### config.mk
export PLATFORM = sky130hd
export DESIGN_NAME = twowire_slave
export DESIGN_NICKNAME = d
export VERILOG_FILES = /design/src/twowire_pkg.sv /design/src/twowire_slave.sv /design/src/word_fifo.sv
export SDC_FILE = /design/constraint.sdc
export NUM_CORES = 1
export LEC_CHECK = 0
export ABC_AREA = 1
export BUFFER_PORTS_ARGS = -buffer_cell sky130_fd_sc_hd__buf_2
export CAP_MARGIN = 40
export CORE_UTILIZATION = 30
export CTS_CLUSTER_DIAMETER = 50
export DETAILED_ROUTE_END_ITERATION = 12
export HOLD_SLACK_MARGIN = 0.05
export PLACE_DENSITY = 0.42
export SLEW_MARGIN = 10
export SYNTH_ARGS = -nofsm -noshare
export SYNTH_HDL_FRONTEND = slang
export SYNTH_SLANG_ARGS = --single-unit
### constraint.sdc
create_clock -name ref_clk -period 2.7 [get_ports ref_clk]
set_input_delay 0.27 -clock ref_clk [delete_from_list [all_inputs] [get_ports ref_clk]]
set_output_delay 0.27 -clock ref_clk [all_outputs]
set_load 0.01 [all_outputs]
### src/twowire_pkg.sv
package twowire_pkg;
   // ***********************************************
   // Timing
   // ***********************************************
   localparam int CLK_MHZ = 40;   // Reference clock rate
   localparam int SPIKE_NS = 10;  // Longest clock spike rejected in high-speed mode
   localparam int SPIKE_CYC_RAW = (SPIKE_NS * CLK_MHZ + 999) / 1000;
   localparam logic [1:0] SPIKE_CYC = (SPIKE_CYC_RAW < 1) ? 2'h1 : 2'(SPIKE_CYC_RAW);

   // ***********************************************
   // Byte layout and special codes
   // ***********************************************
   localparam logic [3:0] BITS_DONE = 4'h8;       // Bits per byte
   localparam logic [3:0] BIT_LAST = 4'h7;        // Index of last bit sent
   localparam logic [3:0] BIT_ZERO = 4'h0;        // Counter restart
   localparam logic [7:0] GEN_CALL_ADDR = 8'h00;  // General call address, write
   localparam logic [7:0] GC_INVALID = 8'h00;     // Forbidden second byte
   localparam logic [4:0] MCODE_TOP = 5'h01;      // Upper five bits of master code
   localparam logic [1:0] GC_NONE = 2'h0;         // No general call active
   localparam logic [1:0] GC_WAIT = 2'h1;         // Awaiting the one command
   localparam logic [1:0] GC_USED = 2'h2;         // Command already taken
   localparam int FIFO_DEPTH = 32;                // Received word buffer depth

   // ***********************************************
   // Types
   // ***********************************************
   typedef enum logic [2:0]
   {
      ST_IDLE = 3'h0,  // Bus free
      ST_ADDR = 3'h1,  // Shifting in the address byte
      ST_ACK = 3'h3,   // Driving acknowledge
      ST_RX = 3'h2,    // Shifting in a data byte
      ST_TX = 3'h6,    // Shifting out a data byte
      ST_MACK = 3'h7,  // Master acknowledge slot
      ST_SKIP = 3'h5   // Ignoring until start or stop
   } link_state_t;

   // One received word for the user side
   typedef struct packed
   {
      logic gen_call;   // Command came after general call
      logic first;      // First byte after the address
      logic [7:0] data; // Byte value
   } rx_word_t;
endpackage

### src/twowire_slave.sv
// Functional notes
// Sample data on each rising serial clock
// Data change while clock high is condition
// Falling data, clock high: start
// Rising data, clock high: stop, go idle
// Acknowledge ninth bit by pulling low
// Ack general call and own address only
// Acknowledge even during nonvolatile write
// Master restarts with start after error
// Malformed frames or extra conditions abort
// First byte: seven address bits plus direction
// Repeated start behaves like start
// Master code enters high-speed mode, not acknowledged
// Leave high-speed mode on stop only
// Standard, fast, and 3.4 MHz clocks
// Reject clock spikes under 10 ns; code filters the clock in high-speed mode only
// One general call command, rest refused
// Zero command invalid, odd is hardware
// Losing master releases and keeps listening
// Master repeated start collision rules
// Data driven only low, only when owed
`timescale 1ns/1ps
module twowire_slave
   import twowire_pkg::*;
   (
   input wire logic ref_clk,
   input wire logic rst,
   input wire logic ce,
   input wire logic scl_in,
   input wire logic sda_in,
   output logic sda_out,
   output logic sda_oe,
   input wire logic [6:0] own_addr,
   input wire logic [7:0] tx_data,
   output logic tx_taken,
   output logic rx_valid,
   input wire logic rx_ready,
   output rx_word_t rx_word,
   output logic hs_mode,
   output logic start_seen,
   output logic stop_seen
   );
   // ***********************************************
   // Declarations
   // ***********************************************
   logic scl_m, scl_s;       // Clock synchroniser
   logic sda_m, sda_s;       // Data synchroniser
   logic scl_f;              // Filtered clock level
   logic [1:0] spike_cnt;    // Clock disagreement run
   logic sda_q;              // Data one cycle ago
   logic scl_fq;             // Filtered clock one cycle ago
   logic scl_rise, scl_fall; // Clock edges
   logic start_ev, stop_ev;  // Bus conditions
   link_state_t state;       // Link state
   logic [3:0] bit_cnt;      // Bits in current byte
   logic [7:0] shreg;        // Receive shift register
   logic [7:0] txsh;         // Transmit shift register
   logic rw;                 // Direction of this frame
   logic [1:0] gc_phase;     // General call progress
   logic first_pend;         // Next data byte is first
   logic push;               // Word offered to buffer
   rx_word_t push_word;      // Word offered
   logic fifo_ready;         // Buffer has room
   logic mack_ok;            // Master acknowledged last byte
   logic byte_end;           // Fall after eighth bit
   logic addr_hit;           // Address byte matches us
   logic mcode_hit;          // Address byte is master code

   assign sda_out = 1'b0;    // Open drain, only ever low see

   // ***********************************************
   // Pin synchronisers
   // ***********************************************
   // Two flops on each pin
   always_ff @(posedge ref_clk or posedge rst)
   begin
      if (rst)
      begin
         scl_m <= 1'b1;
         scl_s <= 1'b1;
         sda_m <= 1'b1;
         sda_s <= 1'b1;
      end
      else if (ce)
      begin
         scl_m <= scl_in;
         scl_s <= scl_m;
         sda_m <= sda_in;
         sda_s <= sda_m;
      end
   end

   // ***********************************************
   // Clock spike filter
   // ***********************************************
   // High-speed mode needs the new level to persist
   always_ff @(posedge ref_clk or posedge rst)
   begin
      if (rst)
      begin
         scl_f <= 1'b1;
         spike_cnt <= 2'h0;
      end
      else if (ce)
      begin
         if (scl_s == scl_f)
         begin
            spike_cnt <= 2'h0;
         end
         else if (!hs_mode || spike_cnt >= SPIKE_CYC)
         begin
            scl_f <= scl_s;
            spike_cnt <= 2'h0;
         end
         else
         begin
            spike_cnt <= spike_cnt + 2'h1;
         end
      end
   end

   // Previous levels for edge finding
   always_ff @(posedge ref_clk or posedge rst)
   begin
      if (rst)
      begin
         sda_q <= 1'b1;
         scl_fq <= 1'b1;
      end
      else if (ce)
      begin
         sda_q <= sda_s;
         scl_fq <= scl_f;
      end
   end

   // Edges and conditions
   assign scl_rise = scl_f && !scl_fq;
   assign scl_fall = !scl_f && scl_fq;
   assign start_ev = scl_f && scl_fq && sda_q && !sda_s;
   assign stop_ev = scl_f && scl_fq && !sda_q && sda_s;
   assign byte_end = scl_fall && (bit_cnt == BITS_DONE);

   // Address decode on the received byte
   assign addr_hit = (shreg[7:1] == own_addr);
   assign mcode_hit = (shreg[7:3] == MCODE_TOP);

   // ***********************************************
   // Link state machine
   // ***********************************************
   always_ff @(posedge ref_clk or posedge rst)
   begin
      if (rst)
      begin
         state <= ST_IDLE;
         sda_oe <= 1'b0;
         rw <= 1'b0;
         gc_phase <= GC_NONE;
         first_pend <= 1'b0;
         mack_ok <= 1'b0;
         push <= 1'b0;
         push_word <= '0;
         tx_taken <= 1'b0;
         txsh <= 8'h00;
      end
      else if (ce)
      begin
         push <= 1'b0;
         tx_taken <= 1'b0;
         if (stop_ev)
         begin
            // Stop ends everything
            state <= ST_IDLE;
            sda_oe <= 1'b0;
            gc_phase <= GC_NONE;
         end
         else if (start_ev)
         begin
            // Start or repeated start opens a fresh frame
            state <= ST_ADDR;
            sda_oe <= 1'b0;
            gc_phase <= GC_NONE;
         end
         else
         begin
            case (state)
               ST_ADDR:
               begin
                  if (byte_end)
                  begin
                     if (shreg == GEN_CALL_ADDR)
                     begin
                        // General call, expect one command
                        state <= ST_ACK;
                        sda_oe <= 1'b1;
                        rw <= 1'b0;
                        gc_phase <= GC_WAIT;
                        first_pend <= 1'b1;
                     end
                     else if (mcode_hit)
                     begin
                        // Master code, refused
                        state <= ST_SKIP;
                     end
                     else if (addr_hit)
                     begin
                        // Own address, ack even if busy writing
                        state <= ST_ACK;
                        sda_oe <= 1'b1;
                        rw <= shreg[0];
                        first_pend <= 1'b1;
                     end
                     else
                     begin
                        // Foreign address, no ack
                        state <= ST_SKIP;
                     end
                  end
               end
               ST_ACK:
               begin
                  if (scl_fall)
                  begin
                     if (rw)
                     begin
                        // Load first byte for the master
                        state <= ST_TX;
                        txsh <= tx_data;
                        tx_taken <= 1'b1;
                        sda_oe <= !tx_data[7];
                     end
                     else
                     begin
                        state <= ST_RX;
                        sda_oe <= 1'b0;
                     end
                  end
               end
               ST_RX:
               begin
                  if (byte_end)
                  begin
                     if (gc_phase == GC_USED)
                     begin
                        // Extra general call command refused
                        state <= ST_SKIP;
                     end
                     else if (gc_phase == GC_WAIT && shreg == GC_INVALID)
                     begin
                        // Forbidden command aborts the frame
                        state <= ST_SKIP;
                     end
                     else if (!fifo_ready)
                     begin
                        // No room, refuse the byte
                        state <= ST_SKIP;
                     end
                     else
                     begin
                        // Accept and hand on the byte
                        state <= ST_ACK;
                        sda_oe <= 1'b1;
                        push <= 1'b1;
                        push_word.gen_call <= (gc_phase == GC_WAIT);
                        push_word.first <= first_pend;
                        push_word.data <= shreg;
                        first_pend <= 1'b0;
                        if (gc_phase == GC_WAIT)
                        begin
                           gc_phase <= GC_USED;
                        end
                     end
                  end
               end
               ST_TX:
               begin
                  if (scl_fall)
                  begin
                     if (bit_cnt == BIT_LAST)
                     begin
                        // Release for master acknowledge
                        state <= ST_MACK;
                        sda_oe <= 1'b0;
                     end
                     else
                     begin
                        txsh <= {txsh[6:0], 1'b0};
                        sda_oe <= !txsh[6];
                     end
                  end
               end
               ST_MACK:
               begin
                  if (scl_rise)
                  begin
                     mack_ok <= !sda_s;
                  end
                  else if (scl_fall)
                  begin
                     if (mack_ok)
                     begin
                        // Master wants more
                        state <= ST_TX;
                        txsh <= tx_data;
                        tx_taken <= 1'b1;
                        sda_oe <= !tx_data[7];
                     end
                     else
                     begin
                        // Master done, wait for condition
                        state <= ST_SKIP;
                     end
                  end
               end
               default:
               begin
                  // Idle and skip wait for a condition
                  sda_oe <= 1'b0;
               end
            endcase
         end
      end
   end

   // ***********************************************
   // Bit counter and receive shifter
   // ***********************************************
   always_ff @(posedge ref_clk or posedge rst)
   begin
      if (rst)
      begin
         bit_cnt <= BIT_ZERO;
         shreg <= 8'h00;
      end
      else if (ce)
      begin
         if (start_ev || stop_ev || byte_end || (scl_fall && state == ST_ACK))
         begin
            bit_cnt <= BIT_ZERO;
         end
         else if (scl_rise && (state == ST_ADDR || state == ST_RX))
         begin
            shreg <= {shreg[6:0], sda_s};
            bit_cnt <= bit_cnt + 4'h1;
         end
         else if (scl_fall && state == ST_TX)
         begin
            bit_cnt <= (bit_cnt == BIT_LAST) ? BIT_ZERO : bit_cnt + 4'h1;
         end
         else if (scl_fall && state == ST_MACK)
         begin
            bit_cnt <= BIT_ZERO;
         end
      end
   end

   // ***********************************************
   // Speed mode and condition pulses
   // ***********************************************
   always_ff @(posedge ref_clk or posedge rst)
   begin
      if (rst)
      begin
         hs_mode <= 1'b0;
         start_seen <= 1'b0;
         stop_seen <= 1'b0;
      end
      else if (ce)
      begin
         start_seen <= start_ev;
         stop_seen <= stop_ev;
         if (stop_ev)
         begin
            hs_mode <= 1'b0;
         end
         else if (state == ST_ADDR && byte_end && mcode_hit && shreg != GEN_CALL_ADDR)
         begin
            hs_mode <= 1'b1;
         end
      end
   end

   // ***********************************************
   // Receive buffer
   // ***********************************************
   word_fifo #(.WIDTH($bits(rx_word_t)), .DEPTH(FIFO_DEPTH)) rx_fifo
   (
      .ref_clk(ref_clk),
      .rst(rst),
      .ce(ce),
      .in_valid(push),
      .in_ready(fifo_ready),
      .in_data(push_word),
      .out_valid(rx_valid),
      .out_ready(rx_ready),
      .out_data(rx_word)
   );
endmodule

### src/word_fifo.sv
`timescale 1ns/1ps
module word_fifo
   #(
   parameter int WIDTH = 10,
   parameter int DEPTH = 32
   )
   (
   input wire logic ref_clk,
   input wire logic rst,
   input wire logic ce,
   input wire logic in_valid,
   output logic in_ready,
   input wire logic [WIDTH-1:0] in_data,
   output logic out_valid,
   input wire logic out_ready,
   output logic [WIDTH-1:0] out_data
   );
   localparam int AW = $clog2(DEPTH);

   logic [WIDTH-1:0] mem [DEPTH];  // Word storage
   logic [AW:0] wr_ptr;            // Write pointer with wrap bit
   logic [AW:0] rd_ptr;            // Read pointer with wrap bit
   logic push;                     // Word accepted
   logic pop;                      // Word drained

   // Full when pointers differ only in wrap bit
   assign in_ready = !((wr_ptr[AW] != rd_ptr[AW]) && (wr_ptr[AW-1:0] == rd_ptr[AW-1:0]));
   assign out_valid = (wr_ptr != rd_ptr);
   assign push = in_valid && in_ready;
   assign pop = out_valid && out_ready;
   assign out_data = mem[rd_ptr[AW-1:0]];

   // Storage write
   always_ff @(posedge ref_clk)
   begin
      if (ce && push)
      begin
         mem[wr_ptr[AW-1:0]] <= in_data;
      end
   end

   // Pointer update
   always_ff @(posedge ref_clk or posedge rst)
   begin
      if (rst)
      begin
         wr_ptr <= '0;
         rd_ptr <= '0;
      end
      else if (ce)
      begin
         if (push)
         begin
            wr_ptr <= wr_ptr + 1'b1;
         end
         if (pop)
         begin
            rd_ptr <= rd_ptr + 1'b1;
         end
      end
   end
endmodule

==> impl_results.md <==
- Cell count after placement: 2209
- Power density over cell area: 1040 mW/mm^2
- Hold/Removal Path Class: in2reg
- Die Wd: 236 um
- Wire length of the first global-routing pass: 75200 um
- Area grow syn2layout: 26.0%
- Via count: 11436
- Number of DRC markers in iteration 0: 769
- Cell type with the highest occurrence count on the critical path: sky130_fd_sc_hd__buf_12
- Static leakage: 7.68 nW
- GRT Overall Usage: 18.1%
- Clock Root Buffer: sky130_fd_sc_hd__clkbuf_16
- Post-CTS clock slew at the launch and capture registers of the worst setup and hold paths: 50 ps
- Post-synthesis instance area: 0.0164 mm^2
- Dominant cell type by area after synthesis: sky130_fd_sc_hd__edfxtp_1
- Net count of the mapped netlist: 1504
- GPL Wtd Cong: 0.809
- Leading register cell type out of synthesis: sky130_fd_sc_hd__edfxtp_1
- Initial Utilization: 30.5%
- Slowest stage cell on the critical path: sky130_fd_sc_hd__dfrtp_4
- Worst path bufs/invs: 6
- Source-to-sink clock delay at the later pin of the worst-skew pair: 590 ps
- Number of synthesized register bits: 384
- Synth top area share: 58.5%
- Family with the most delay on the worst path: buffers and inverters
- First drt pass iteration count: 5
- Number of distinct library cells after synthesis: 40
- Final Setup Violations: 8
- Clock H-tree levels: 2
- GRT overflow: 0
- Worst slack on hold paths: 175 ps
- Detailed placer's ending HPWL: 28300 um
- Maximum net fanout on the critical path: 11
- Post-Route Skew: 31.6 ps
- CTS sink count: 384
- Final hold vios: 0
- Startpoint types: register
- Total number of yosys warnings: 0
- Vias per inst: 4.88
- Total of max-cap violations: 0
- Total number of nets in the final design: 1636
- Post-DR wirelength/cell: 21.4 um
- Max-slew headroom: 52.4%
- EDFF count, synth: 320
- Type of destination of the critical path: output port
- Leading post-synthesis cells by cell area: sky130_fd_sc_hd__edfxtp_1 (58%), sky130_fd_sc_hd__dfrtp_1 (8.7%), sky130_fd_sc_hd__nand2_1 (6.1%)
- Count of input and output buffers: 36
- Setup CP Type: reg2out
- Result of the run: finished with violations
- Core region area: 0.0539 mm^2
- Minimum period implied by the final worst setup slack: 2800 ps
- Floorplan die area: 0.0557 mm^2
- Max rail drop VDD: 0.000521 V
- Slew of the pin with the lowest slew margin: 712 ps
- Arrival time of data at the critical path endpoint: 2530 ps
- Floorplan row count: 85
- List of cells traversed by the critical path: buf_12, clkinv_16, buf_12, buf_16, nor2_1, o22ai_2, nand2_2, nand4_1, nand2_1, inv_1, buf_2
- Via count of the first global-routing pass: 11434
- Die height: 236 um
- Top-level I/O count: 38
- Post-layout total power: 21.6 mW
- Max-slew violations: 0
- Final setup slack of the worst path: -100 ps
- Fraction of the yosys area taken by sequential cells: 68.3%
- Period utilisation layout: 104%
- ANT nets after route: 0
- Number of cells produced by synthesis: 1475
- Antenna cells: 0
- CTS tree: yes
- Maximum number of pins on one net before global-route repair: 53
- Synth Area per Inst: 11.1 um^2
- Initial antenna violation count: 0
- Post-synthesis async set-or-reset flop share: 16.7%
- Non-filler instance count after layout: 2343
- Total routed wirelength: 50200 um
- Max Root-Sink Buffers: 3
- Unrepaired setup endpoints after global routing: true
- Layout cells sized above 1: 22.0%
- Remaining routing DRC violations: 0
- Clock buffer count from CTS: 49
- Critical Path Max Stage Delay: 450 ps
- Violations in the final reports: setup timing
- Pre-CTS worst setup slack: 162 ps
- Required time worst endpoint: 2430 ps
- Achievable clock frequency: 357 MHz
==> area by class of cell <==
type	instances	area [um^2]
fill	5205	33200
sequential	384	11200
multi-input combinational	933	4870
timing repair buffer	159	1760
clock buffer	61	1270
tap	696	871
clock inverter	30	340
inverter	78	333
timing repair inverter	2	25.0
==> final timing paths <==
check | slack [ps] | to | start | cells past startpoint
min in group asynchronous | 350 | stop_seen | rst | 3
setup reg to reg | 200 | rx_fifo.mem[4][1] | rx_fifo.rd_ptr[0] | 12
hold / removal | 180 | sda_oe | tx_data[7] | 6
setup / recovery | -100 | rx_word[4] | rx_fifo.rd_ptr[0] | 11
hold reg to reg | 460 | sda_m | sda_m | 2
max in group asynchronous | 1680 | rx_fifo.rd_ptr[1] | rst | 4
==> kinds of logic (layout without fill, tap and decap cells) <==
kind of cell | count (synthesis) | after routing | share of synthesized area [%]
other | 1 | 1 | 0.0228
and+or+nand+nor | 626 | 626 | 16.4
DFF | 384 | 384 | 68.3
xor gates and xnor gates | 14 | 14 | 0.746
adders and majority gates | 8 | 8 | 0.609
buffers and inverters | 158 | 330 | 4.10
AOI/OAI and AO/OA | 284 | 284 | 9.88
==> cell usage after synthesis (7+ instances only) <==
cell / number
sky130_fd_sc_hd__dfrtp_1: 57
sky130_fd_sc_hd__ha_1: 8
sky130_fd_sc_hd__xor2_1: 9
sky130_fd_sc_hd__inv_1: 62
sky130_fd_sc_hd__o211ai_1: 21
sky130_fd_sc_hd__o21ai_0: 180
sky130_fd_sc_hd__clkbuf_1: 41
sky130_fd_sc_hd__dfstp_2: 7
sky130_fd_sc_hd__nand2_2: 9
sky130_fd_sc_hd__buf_1: 7
sky130_fd_sc_hd__buf_4: 8
sky130_fd_sc_hd__edfxtp_1: 320
sky130_fd_sc_hd__nand4_1: 14
sky130_fd_sc_hd__o21ai_2: 8
sky130_fd_sc_hd__o221ai_1: 20
sky130_fd_sc_hd__o22ai_1: 29
sky130_fd_sc_hd__nand2_1: 269
sky130_fd_sc_hd__nand3_1: 82
sky130_fd_sc_hd__nor3_1: 34
sky130_fd_sc_hd__buf_2: 23
sky130_fd_sc_hd__inv_2: 12
sky130_fd_sc_hd__a21oi_1: 21
sky130_fd_sc_hd__nor2_1: 199
==> registers in the layout, summed over array words and instances (netlist names), 2 cells and up <==
signal and cells:
rx_fifo.mem 320, push_word 10, shreg 8, txsh 7, rx_fifo.rd_ptr 6, rx_fifo.wr_ptr 6, bit_cnt 4, state 3
gc_phase 2, spike_cnt 2
==> cells in the final DEF, fill, tap and decap left out, drive strengths merged <==
master,netlist,routed
o211ai,21,21
bufinv,0,6
nor3,36,36
a21oi,21,21
a21boi,1,1
o22ai,29,29
xor2,9,9
o221ai,20,20
conb,1,1
nand4,15,15
ha,8,8
nor4,2,2
xnor2,5,5
dfstp,7,7
edfxtp,320,320
clkinvlp,0,6
dfrtp,57,57
nor2,207,207
clkbuf,41,65
buf,39,145
o21ai,191,191
inv,75,77
nand3b,2,2
o31ai,1,1
dlygate4sd3,0,10
nand2,281,281
clkinv,3,21
nand3,83,83
==> where the power goes <==
part | internal [mW] | switching (mW)
logic | 3.11 | 5.09
clock network | 3.94 | 2.58
registers | 6.65 | 0.258
total | 13.7 | 7.94
==> worst min-delay path: cells and delay by family <==
| kind | cells | cell delay, ps |
|---|---|---|
| AOI/OAI and AO/OA | 1 | 30 |
| buffers and inverters | 1 | 80 |
| and+or+nand+nor | 4 | 330 |
==> per-stage QoR <==
stage	area, um^2	utilization, %	setup TNS, ps
2_1_floorplan	16400	-	0
3_3_place_gp	17800	33.1	0
3_5_place_dp	17800	33.1	0
4_1_cts	20400	37.9	-765
5_1_grt	20700	38.4	-1340
6_report	20700	38.4	-223
==> repair_timing <==
action / 4_1_cts / 5_1_grt
setup buffers: 15 / 1
pin swaps: 30 / 37
hold endpoints to repair: 33 / 0
hold buffers: 10 / 0
cloned: 15 / 4
setup endpoints to repair: 10 / 17
resized for setup: 96 / 66
==> routing by layer <==
metal | vias up | GRT usage, % | share of wire (%)
met5 | - | 0 | 0
met4 | 0 | 4.87 | 2.1
met3 | 64 | 3.91 | 4.9
met2 | 214 | 29.6 | 48
met1 | 5674 | 24.2 | 45
li1 | 5484 | - | -
(Power assumes the default switching activity.)
